## src/hdl/phy_mgmt_pkg.sv

```systemverilog
// Package of constants and types for the PHY management and frame size block
package phy_mgmt_pkg;
    localparam int          ADDR_W           = 4;
    localparam int          DATA_W           = 16;
    localparam int          SIZE_W           = 14;
    localparam int          CNT_W            = 16;
    localparam int          CTRL_W           = 8;
    localparam logic [3:0]  OFF_SIZE_LIMIT   = 4'h0;
    localparam logic [3:0]  OFF_PHY_CTRL     = 4'h1;
    localparam logic [13:0] SIZE_LIMIT_RESET = 14'h05EA;
    localparam logic [15:0] VLAN_EXTRA       = 16'h0004;
    localparam int          MGMT_CLK_BIT     = 0;
    localparam int          MGMT_DATA_BIT    = 1;
    localparam int          MGMT_DIR_BIT     = 2;
    localparam int          DUPLEX_POL_BIT   = 3;
    localparam int          DUPLEX_STAT_BIT  = 4;
    localparam int          LINK_POL_BIT     = 5;
    localparam int          LINK_SPEED_LO    = 6;
    localparam int          LINK_SPEED_HI    = 7;
    localparam logic [1:0]  LINK_DOWN        = 2'h0;
    localparam logic [1:0]  LINK_10          = 2'h1;
    localparam logic [1:0]  LINK_100         = 2'h2;
    localparam logic [1:0]  LINK_1000        = 2'h3;
    localparam logic        CTRL_BIT_RESET   = 1'b0;
    localparam logic [15:0] CNT_RESET        = 16'h0000;
    localparam logic [15:0] CNT_MAX          = 16'hFFFF;
endpackage : phy_mgmt_pkg

```

## src/hdl/rx_len_if.sv

```systemverilog
// Interface between the register block and the frame length checker
`timescale 1ns/100ps
interface rx_len_if;
    import phy_mgmt_pkg::*;
    logic [SIZE_W-1:0] limit;
    logic              byte_valid;
    logic              last;
    logic              vlan;
    logic              status_valid;
    logic              oversize;
    modport regs    (output limit, byte_valid, last, vlan,
                     input  status_valid, oversize);
    modport chk     (input  limit, byte_valid, last, vlan,
                     output status_valid, oversize);
endinterface : rx_len_if

```

## src/hdl/phy_mgmt_bitbang_ctrl.sv

```systemverilog
// Frame size limit and bit-banged PHY management register block
`timescale 1ns/100ps
//
// Functional notes
// - Count frame bytes address to data end; flag at or above limit.
// - Tagged frames compare against limit plus four bytes.
// - Control bit 0 drives the management clock output directly.
// - Direction 1: written data bit is driven onto the data line.
// - Direction 0: line released; data bit reads the PHY level.
// - Direction control is bit 2; setting it makes the device drive.
// - Bit 3 picks duplex input polarity; 0 active low, 1 active high.
// - Bit 4 reads live adjusted duplex; 1 means full duplex.
// - Bit 5 sets polarity of the three link inputs; 0 active low.
// - Same clock and data lines reach external PHY and internal PCS.
// - Reserved size bits ignored on write; software writes them as zero.
module phy_mgmt_bitbang_ctrl
    import phy_mgmt_pkg::*;
(
    input  wire logic              i_core_clk,
    input  wire logic              i_rst_n,
    input  wire logic [ADDR_W-1:0] i_addr,
    input  wire logic [DATA_W-1:0] i_wdata,
    input  wire logic              i_wr,
    input  wire logic              i_rd,
    output logic      [DATA_W-1:0] o_rdata,
    output logic                   o_mdc,
    output logic                   o_mdio_out,
    output logic                   o_mdio_oe,
    input  wire logic              i_mdio_in,
    input  wire logic              i_phy_duplex_input,
    input  wire logic              i_phy_link_10_input,
    input  wire logic              i_phy_link_100_input,
    input  wire logic              i_phy_link_1000_input,
    output logic                   o_duplex_full,
    output logic      [1:0]        o_link_speed_state,
    input  wire logic              i_rx_byte_valid,
    input  wire logic              i_rx_last,
    input  wire logic              i_rx_vlan,
    output logic                   o_rx_status_valid,
    output logic                   o_rx_oversize_flag
);
    logic [SIZE_W-1:0] size_limit;
    logic [SIZE_W-1:0] next_size_limit;
    logic              mgmt_clock_bit;
    logic              next_mgmt_clock_bit;
    logic              mgmt_data_bit;
    logic              next_mgmt_data_bit;
    logic              mgmt_direction_bit;
    logic              next_mgmt_direction_bit;
    logic              duplex_input_polarity;
    logic              next_duplex_input_polarity;
    logic              link_input_polarity;
    logic              next_link_input_polarity;
    logic [DATA_W-1:0] rdata;
    logic [DATA_W-1:0] next_rdata;
    logic              duplex_full;
    logic              next_duplex_full;
    logic [1:0]        link_speed;
    logic [1:0]        next_link_speed;
    logic              duplex_live_status;
    logic              link_10_up;
    logic              link_100_up;
    logic              link_1000_up;
    logic [1:0]        link_speed_state;
    logic [CTRL_W-1:0] ctrl_view;
    logic              wr_size;
    logic              wr_ctrl;

    rx_len_if rx ();

    rx_oversize_checker u_checker (
        .i_core_clk (i_core_clk),
        .i_rst_n    (i_rst_n),
        .rx         (rx.chk)
    );

    assign rx.limit      = size_limit;
    assign rx.byte_valid = i_rx_byte_valid;
    assign rx.last       = i_rx_last;
    assign rx.vlan       = i_rx_vlan;

    // Polarity adjust of the PHY status inputs
    pin_polarity u_pol_duplex (
        .i_pin         (i_phy_duplex_input),
        .i_active_high (duplex_input_polarity),
        .o_active      (duplex_live_status)
    );
    pin_polarity u_pol_link10 (
        .i_pin         (i_phy_link_10_input),
        .i_active_high (link_input_polarity),
        .o_active      (link_10_up)
    );
    pin_polarity u_pol_link100 (
        .i_pin         (i_phy_link_100_input),
        .i_active_high (link_input_polarity),
        .o_active      (link_100_up)
    );
    pin_polarity u_pol_link1000 (
        .i_pin         (i_phy_link_1000_input),
        .i_active_high (link_input_polarity),
        .o_active      (link_1000_up)
    );

    // Fastest active link wins if the PHY shows more than one
    always_comb begin
        if (link_1000_up) begin
            link_speed_state = LINK_1000;
        end else if (link_100_up) begin
            link_speed_state = LINK_100;
        end else if (link_10_up) begin
            link_speed_state = LINK_10;
        end else begin
            link_speed_state = LINK_DOWN;
        end
    end

    // Live view of the PHY control register
    always_comb begin
        ctrl_view                  = {CTRL_W{1'b0}};
        ctrl_view[MGMT_CLK_BIT]    = mgmt_clock_bit;
        ctrl_view[MGMT_DATA_BIT]   = mgmt_direction_bit
                                     ? mgmt_data_bit
                                     : i_mdio_in;
        ctrl_view[MGMT_DIR_BIT]    = mgmt_direction_bit;
        ctrl_view[DUPLEX_POL_BIT]  = duplex_input_polarity;
        ctrl_view[DUPLEX_STAT_BIT] = duplex_live_status;
        ctrl_view[LINK_POL_BIT]    = link_input_polarity;
        ctrl_view[LINK_SPEED_HI:LINK_SPEED_LO] = link_speed_state;
    end

    assign wr_size = i_wr && (i_addr == OFF_SIZE_LIMIT);
    assign wr_ctrl = i_wr && (i_addr == OFF_PHY_CTRL);

    always_comb begin
        next_size_limit            = size_limit;
        next_mgmt_clock_bit        = mgmt_clock_bit;
        next_mgmt_data_bit         = mgmt_data_bit;
        next_mgmt_direction_bit    = mgmt_direction_bit;
        next_duplex_input_polarity = duplex_input_polarity;
        next_link_input_polarity   = link_input_polarity;
        next_rdata                 = {DATA_W{1'b0}};
        next_duplex_full           = duplex_live_status;
        next_link_speed            = link_speed_state;
        if (wr_size) begin
            next_size_limit = i_wdata[SIZE_W-1:0];
        end
        if (wr_ctrl) begin
            next_mgmt_clock_bit        = i_wdata[MGMT_CLK_BIT];
            next_mgmt_data_bit         = i_wdata[MGMT_DATA_BIT];
            next_mgmt_direction_bit    = i_wdata[MGMT_DIR_BIT];
            next_duplex_input_polarity = i_wdata[DUPLEX_POL_BIT];
            next_link_input_polarity   = i_wdata[LINK_POL_BIT];
        end
        if (i_rd) begin
            case (i_addr)
                OFF_SIZE_LIMIT: begin
                    next_rdata = {2'h0, size_limit};
                end
                OFF_PHY_CTRL: begin
                    next_rdata = {8'h00, ctrl_view};
                end
                default: begin
                    next_rdata = {DATA_W{1'b0}};
                end
            endcase
        end
    end

    always_ff @(posedge i_core_clk or negedge i_rst_n) begin
        if (!i_rst_n) begin
            size_limit            <= SIZE_LIMIT_RESET;
            mgmt_clock_bit        <= CTRL_BIT_RESET;
            mgmt_data_bit         <= CTRL_BIT_RESET;
            mgmt_direction_bit    <= CTRL_BIT_RESET;
            duplex_input_polarity <= CTRL_BIT_RESET;
            link_input_polarity   <= CTRL_BIT_RESET;
            rdata                 <= {DATA_W{1'b0}};
            duplex_full           <= 1'b0;
            link_speed            <= LINK_DOWN;
        end else begin
            size_limit            <= next_size_limit;
            mgmt_clock_bit        <= next_mgmt_clock_bit;
            mgmt_data_bit         <= next_mgmt_data_bit;
            mgmt_direction_bit    <= next_mgmt_direction_bit;
            duplex_input_polarity <= next_duplex_input_polarity;
            link_input_polarity   <= next_link_input_polarity;
            rdata                 <= next_rdata;
            duplex_full           <= next_duplex_full;
            link_speed            <= next_link_speed;
        end
    end

    // One clock and data pair serves the external PHY and internal PCS
    assign o_mdc              = mgmt_clock_bit;
    assign o_mdio_out         = mgmt_data_bit;
    assign o_mdio_oe          = mgmt_direction_bit;
    assign o_rdata            = rdata;
    assign o_duplex_full      = duplex_full;
    assign o_link_speed_state = link_speed;
    assign o_rx_status_valid  = rx.status_valid;
    assign o_rx_oversize_flag = rx.oversize;
endmodule : phy_mgmt_bitbang_ctrl

```

## src/hdl/pin_polarity.sv

```systemverilog
// Polarity adjust of one PHY status input
`timescale 1ns/100ps
module pin_polarity (
    input  wire logic i_pin,
    input  wire logic i_active_high,
    output logic      o_active
);
    // A 0 selects active low, a 1 active high
    assign o_active = i_active_high ? i_pin : ~i_pin;
endmodule : pin_polarity

```

## src/hdl/rx_oversize_checker.sv

```systemverilog
// Counts received frame bytes and flags frames at or above the size limit, or the limit plus four bytes for tagged frames
`timescale 1ns/100ps
module rx_oversize_checker
    import phy_mgmt_pkg::*;
(
    input  wire logic i_core_clk,
    input  wire logic i_rst_n,
    rx_len_if.chk     rx
);
    logic [CNT_W-1:0] count;
    logic [CNT_W-1:0] next_count;
    logic             status_valid;
    logic             next_status_valid;
    logic             oversize;
    logic             next_oversize;
    logic [CNT_W-1:0] count_now;
    logic [CNT_W-1:0] threshold;

    always_comb begin
        count_now = (count == CNT_MAX) ? count : count + 16'h0001;
        threshold = {2'h0, rx.limit} +
                    (rx.vlan ? VLAN_EXTRA : 16'h0000);
        next_count        = count;
        next_status_valid = 1'b0;
        next_oversize     = oversize;
        if (rx.byte_valid) begin
            next_count = count_now;
            if (rx.last) begin
                next_count        = CNT_RESET;
                next_status_valid = 1'b1;
                next_oversize     = (count_now >= threshold);
            end
        end
    end

    always_ff @(posedge i_core_clk or negedge i_rst_n) begin
        if (!i_rst_n) begin
            count        <= CNT_RESET;
            status_valid <= 1'b0;
            oversize     <= 1'b0;
        end else begin
            count        <= next_count;
            status_valid <= next_status_valid;
            oversize     <= next_oversize;
        end
    end

    assign rx.status_valid = status_valid;
    assign rx.oversize     = oversize;
endmodule : rx_oversize_checker
```

## config.mk

```make
export PLATFORM = sky130hd
export DESIGN_NAME = phy_mgmt_bitbang_ctrl
export DESIGN_NICKNAME = d
export VERILOG_FILES = /design/src/hdl/phy_mgmt_pkg.sv /design/src/hdl/rx_len_if.sv /design/src/hdl/phy_mgmt_bitbang_ctrl.sv /design/src/hdl/pin_polarity.sv /design/src/hdl/rx_oversize_checker.sv
export SDC_FILE = /design/constraint.sdc
export NUM_CORES = 1
export LEC_CHECK = 0
export ABC_AREA = 1
export BUFFER_PORTS_ARGS = -buffer_cell sky130_fd_sc_hd__buf_4
export CORE_MARGIN = 5
export CORE_UTILIZATION = 43
export CTS_BUF_LIST = sky130_fd_sc_hd__clkbuf_4 sky130_fd_sc_hd__clkbuf_8
export DETAILED_ROUTE_END_ITERATION = 10
export HOLD_SLACK_MARGIN = 0.03
export PLACE_DENSITY = 0.74
export SLEW_MARGIN = 20
export SYNTH_ARGS = -nofsm -noshare
export SYNTH_HDL_FRONTEND = slang
export SYNTH_SLANG_ARGS = --single-unit
export TNS_END_PERCENT = 50
```

## constraint.sdc

```tcl
create_clock -name i_core_clk -period 5.9 [get_ports i_core_clk]
set_input_delay 1.18 -clock i_core_clk [delete_from_list [all_inputs] [get_ports i_core_clk]]
set_output_delay 1.18 -clock i_core_clk [all_outputs]
set_load 0.005 [all_outputs]
```

; Yosys cells after proc, flatten, opt, wreduce, memory -nomap -nowiden
; Index checks and enable logic that the tools add are counted.
[op_classes]
add_sub_neg = 2
multipliers = 0
n_div = 0
n_lt_le_gt_ge = 1
n_eq_ne = 2
shift = 0
mux = 15
bitwise_logic = 4
reduce_logical = 4
[op_table]
columns = operator, count
row1 = $mux 16, 2
row2 = $pmux 14 s2, 1
row3 = $add 14x16->16, 1
row4 = $add 16x1->16 const B, 1
row5 = $eq 16x16->1 const B, 1
row6 = $ge 16x16->1, 1
row7 = $mux 14, 1
row8 = $mux 1, 8
row9 = $eq 4x1->1 const B, 1
row10 = $logic_not 4->1, 1
row11 = $mux 2, 2
row12 = $not 1->1, 4
row13 = $mux 3, 1
row14 = $logic_and 1x1->1, 2
row15 = $reduce_and 2->1, 1
[word_totals]
regBits = 56
latch_bits = 0
ramBits = 0
mem_bits_ro = 0
input_bits = 32
elab_cells = 40
memories = 0

; Depth between registers and ports, before layout
[logic_depth]
depth_word = 7
ltp_mapped = 19
ltp_nobuf = 19

; Hierarchy
; Synthesis repeated with hierarchy kept, for this count alone.
[unflattened]
cells_unflattened = 429
area_unflattened_um2 = 3288.2
[modules_own_cells]
columns = mod, instances, cells_each, area_per_inst_um2, seq_area_each_um2
row1 = rx_oversize_checker, 1, 245, 1692.9, 450.4
row2 = phy_mgmt_bitbang_ctrl, 1, 164, 1520.2, 909.6
row3 = pin_polarity, 4, 5, 18.8, 0.0

; Worst setup path before layout
; No wires, ideal clock.
[synth_timing]
path_type = input to register
start = in i_rx_vlan
end = reg u_checker.oversize (netlist: u_checker.rx.oversize)
arrival_ps = 2946
required_time_ps = 5823
path_slack_ps = 2876
path_stages = 16
path_buffers = 0
cell_sequence = ha_1 ha_1 nand2_1 nor2_1 nand3_1 nor3_2 nand3_1 xor2_1 inv_1 ha_1 nand2_1 nand2_1 nand2_1 a21oi_1 nor2_1 a21oi_1
[synth_between]
elab_chain_len = 3
[synth_rtl]
columns = element, line
row1 = from (decl), phy_mgmt_bitbang_ctrl.sv:38  ; input wire logic i_rx_vlan,
row2 = $mux 3, rx_oversize_checker.sv:22  ; (rx.vlan ? VLAN_EXTRA : 16'h0000);
row3 = $add 14x16->16, rx_oversize_checker.sv:21  ; threshold = {2'h0, rx.limit} +
row4 = $ge 16x16->1, rx_oversize_checker.sv:31  ; next_oversize = (count_now >= threshold);
row5 = to (signal assigned), rx_oversize_checker.sv:44  ; oversize <= next_oversize;
row6 = to (decl), rx_oversize_checker.sv:14  ; logic oversize;
; No other way between the ends.
; A chain may end at the register's enable or synchronous reset.

; Final worst setup path
; Ends and elaborated chain as after synthesis.

==> metrics.md <==
| Metric | Value |
|---|---|
| CP top delay family | `simple AND/OR/NAND/NOR gates` |
| Die Footprint | `9227 sq um` |
| Non-filler cells in the finished layout | `524` |
| Critical path's largest stage delay | `0.29 ns` |
| DP HPWL | `5352 um` |
| Synth Area per Inst | `8.583 sq um` |
| GR Overflow Total | `0` |
| Post-Syn Area | `3184 sq um` |
| Hold Path Origin | `rx.limit[1]` |
| CTS tree | `done` |
| Final Hold Fails | `0` |
| Filler instances | `693` |
| #FFs+latches synth | `54` |
| Max Clk Rate | `332.1 MHz` |
| Core area | `7214 sq um` |
| CP arrival | `3.26 ns` |
| Drt drc | `0` |
| DR iter-0 viols | `106` |
| Dpl cells | `516` |
| # diodes | `0` |
| DIE HEIGHT | `96.06 um` |
| Buffers on Ports | `51` |
| Fin Setup TNS | `0 ns` |
| Commonest cells post-synth | `89 x nand2_1, 47 x dfrtp_1, 47 x inv_1` |
| WHS Path Cells | `2` |
| Crit Path Category | `input pin to flip-flop` |
| Worst Setup Start Kind | `input pin` |
| Reg2reg end | `u_checker.rx.oversize` |
| Post-DR wirelength/cell | `12.94 um` |
| Worst Hold Class | `flip-flop to flip-flop` |
| Share of cells above drive strength 1 | `24.47%` |
| Post-Synthesis Cells | `371` |
| Multi-input gate area | `1604 sq um` |
| Antenna violations before repair | `0` |
| First-pass GRT wire length | `11750 um` |
| Via count | `2548` |
| Clock-pin slew on the worst setup and hold paths | `0.10 ns` |
| H-Tree Depth | `2` |
| Slew @ Worst Pin | `0.6860 ns` |
| Hold Worst Slack | `0.4886 ns` |
| CTS root buf | `clkbuf_8` |
| Clock sinks | `54` |
| Clk_skew | `0.009987 ns` |
| Slew Viols, Final | `0` |
| Post-CTS setup buffers | `0` |
| EDFF count, synth | `0` |
| Peak VDD IR | `0.1747 mV` |
| Hold-fix buffers, CTS | `0` |
| Nets@finish | `474` |
| Area Overhead vs Synth | `18.07%` |
| CP startpoint | `i_rx_vlan` |
| Worst setup EP type | `flip-flop` |
| Vias in the first global route | `2640` |
| Internal reg-to-reg setup slack | `3.37 ns` |
| First drt pass iteration count | `4` |
| Resized cells post-CTS | `0` |
| Relative slew slack | `54.27%` |
| Critical-path maximum fanout | `3` |
| Fin crit period | `3.011 ns` |
| Status | `finished clean` |
| Die X | `96.06 um` |
| Worst-skew pair later-pin latency | `0.31 ns` |
| Most frequent cell after synthesis | `nand2_1` |
| PwrDens | `225.1 nW/um^2` |
| WP data required | `6.14 ns` |
| Worst r2r src | `u_checker.count[0]` |
| Ranking of synthesized cells by area | `dfrtp_1 37%, nand2_1 10%, ha_1 7.1%, dfstp_2 5.8%, inv_1 5.5%` |
| Post-synth top area cell | `dfrtp_1` |
| Synth unique cells | `43` |
| Starting density of the core | `44.14%` |
| Reg area | `1360 sq um` |
| Asr flop ratio synth | `100.0%` |
| WP buf/inv | `2` |
| Synth warn | `0` |
| Final WL | `6778 um` |
| P_leak | `2.001 nW` |
| Largest net degree at the start of global routing | `55` |
| Final core occ | `52.12%` |
| RSZ-0062 raised after global routing | `no` |
| Hold endpoint | `rx.limit[1]` |
| Number of max-cap violations | `0` |
| Total GRT Usage | `16.29%` |
| Setup WS pre-CTS | `2.551 ns` |
| CTS Buf Count | `5` |
| Number of nets still failing antenna checks after routing | `0` |
| DR vias/cell | `4.863` |
| I/O pins | `56` |
| Top cell type's share of synthesized area | `36.94%` |
| Register area share after synthesis | `42.71%` |
| Predominant post-synthesis flop cell | `dfrtp_1` |
| Finish-stage setup viols | `0` |
| CTS max path bufs | `2` |
| CP cell instances | `buf_4 -> ha_1 -> ha_1 -> nand2_1 -> nor2_1 -> nand3_1 -> nor3_2 -> nand3_1 -> xor2_1 -> inv_1 -> ha_1 -> nand2_1 -> nor3_1 -> nand2_1 -> a21oi_1` |
| Final RePlAce weighted congestion | `0.8733` |
| Period utilization | `51.04%` |
| Row count | `31` |
| R2R depth | `19` |
| Slack of the critical path | `2.889 ns` |
| Slowest-stage cell, CP | `ha_1` |
-- power by group --
group | internal, mW | switching, mW | total, mW
clock network | 0.0946 | 0.122 | 0.216
registers | 0.416 | 0.0352 | 0.451
logic | 0.0836 | 0.0953 | 0.179
-- sequential cells by signal, summed over array words and instances (netlist names) --
name                       cells
o_duplex_full                  1
u_checker.count               16
o_mdio_oe                      1
o_rdata                       14
duplex_input_polarity          1
link_input_polarity            1
o_mdio_out                     1
u_checker.rx.status_valid      1
rx.limit                      14
o_mdc                          1
u_checker.rx.oversize          1
o_link_speed_state             2
-- layer usage --
layer | vias to the layer above | part of all wire, % | routed length, um | global-route usage, %
met4 | 0 | 1.3 | 91 | 5.095
met1 | 1194 | 44 | 2958 | 20.56
li1 | 1292 | - | - | -
met5 | - | 0 | 0 | 0
met2 | 55 | 50 | 3422 | 27.72
met3 | 7 | 4.5 | 305 | 3.597
-- how the worst max path moves through the flow --
| stage | slack (ns) | to | cells after the start |
|---|---|---|---|
| 2_1_floorplan | 2.88 | u_checker.rx.oversize | 16 |
| 3_3_place_gp | 2.57 | u_checker.rx.oversize | 15 |
| 3_5_place_dp | 2.55 | u_checker.rx.oversize | 15 |
| 4_1_cts | 2.87 | u_checker.rx.oversize | 15 |
| 5_1_grt | 2.62 | u_checker.rx.oversize | 15 |
| 6_report | 2.89 | u_checker.rx.oversize | 15 |
-- cell families (layout without fill, tap and decap cells) --
logic type	after synthesis	in the layout	synth area share (%)
AO/OA/AOI/OAI	49	49	8.998
XOR/XNOR	22	22	6.523
adder cells (fa/ha/maj)	18	18	7.073
buffers and inverters	56	109	7.033
flip-flops	54	54	42.71
multiplexers	3	3	1.061
other	1	2	0.1178
AND/OR/NAND/NOR	168	168	26.48
-- stage by stage --
stage | total power [mW] | area, sq um
after floorplan | 0.5634 | 3188
after CTS | 0.8540 | 3760
final | 0.8462 | 3760
after global placement | 0.6307 | 3665
after detailed placement | 0.6391 | 3665
after global routing | 0.8999 | 3760
-- area by class of cell --
cell class | count | share of cell area, %
inverter | 49 | 4.958
clock inverter | 2 | 0.3328
clock buffer | 6 | 2.196
tap | 99 | 3.295
timing repair buffer | 52 | 10.38
sequential | 54 | 36.17
multi-input combinational | 262 | 42.66
-- cells in the final DEF, fill, tap and decap left out, drive strengths merged, types with 6 or more instances in the layout --
cell type  synthesis  routed
a21oi             17      17
buf                5      52
clkbuf             2       6
dfrtp             47      47
dfstp              7       7
ha                18      18
inv               49      49
nand2             95      95
nand3             16      16
nor2              39      39
nor3               8       8
o21ai             24      24
xnor2              8       8
xor2              14      14
-- worst min-delay path, delay by kind of cell, from the launching register on --
| family | cells | cell delay (ns) |
|---|---|---|
| flip-flops | 1 | 0.38 |
| AND/OR/NAND/NOR | 1 | 0.06 |
| AO/OA/AOI/OAI | 1 | 0.06 |
(Power assumes the default switching activity.)
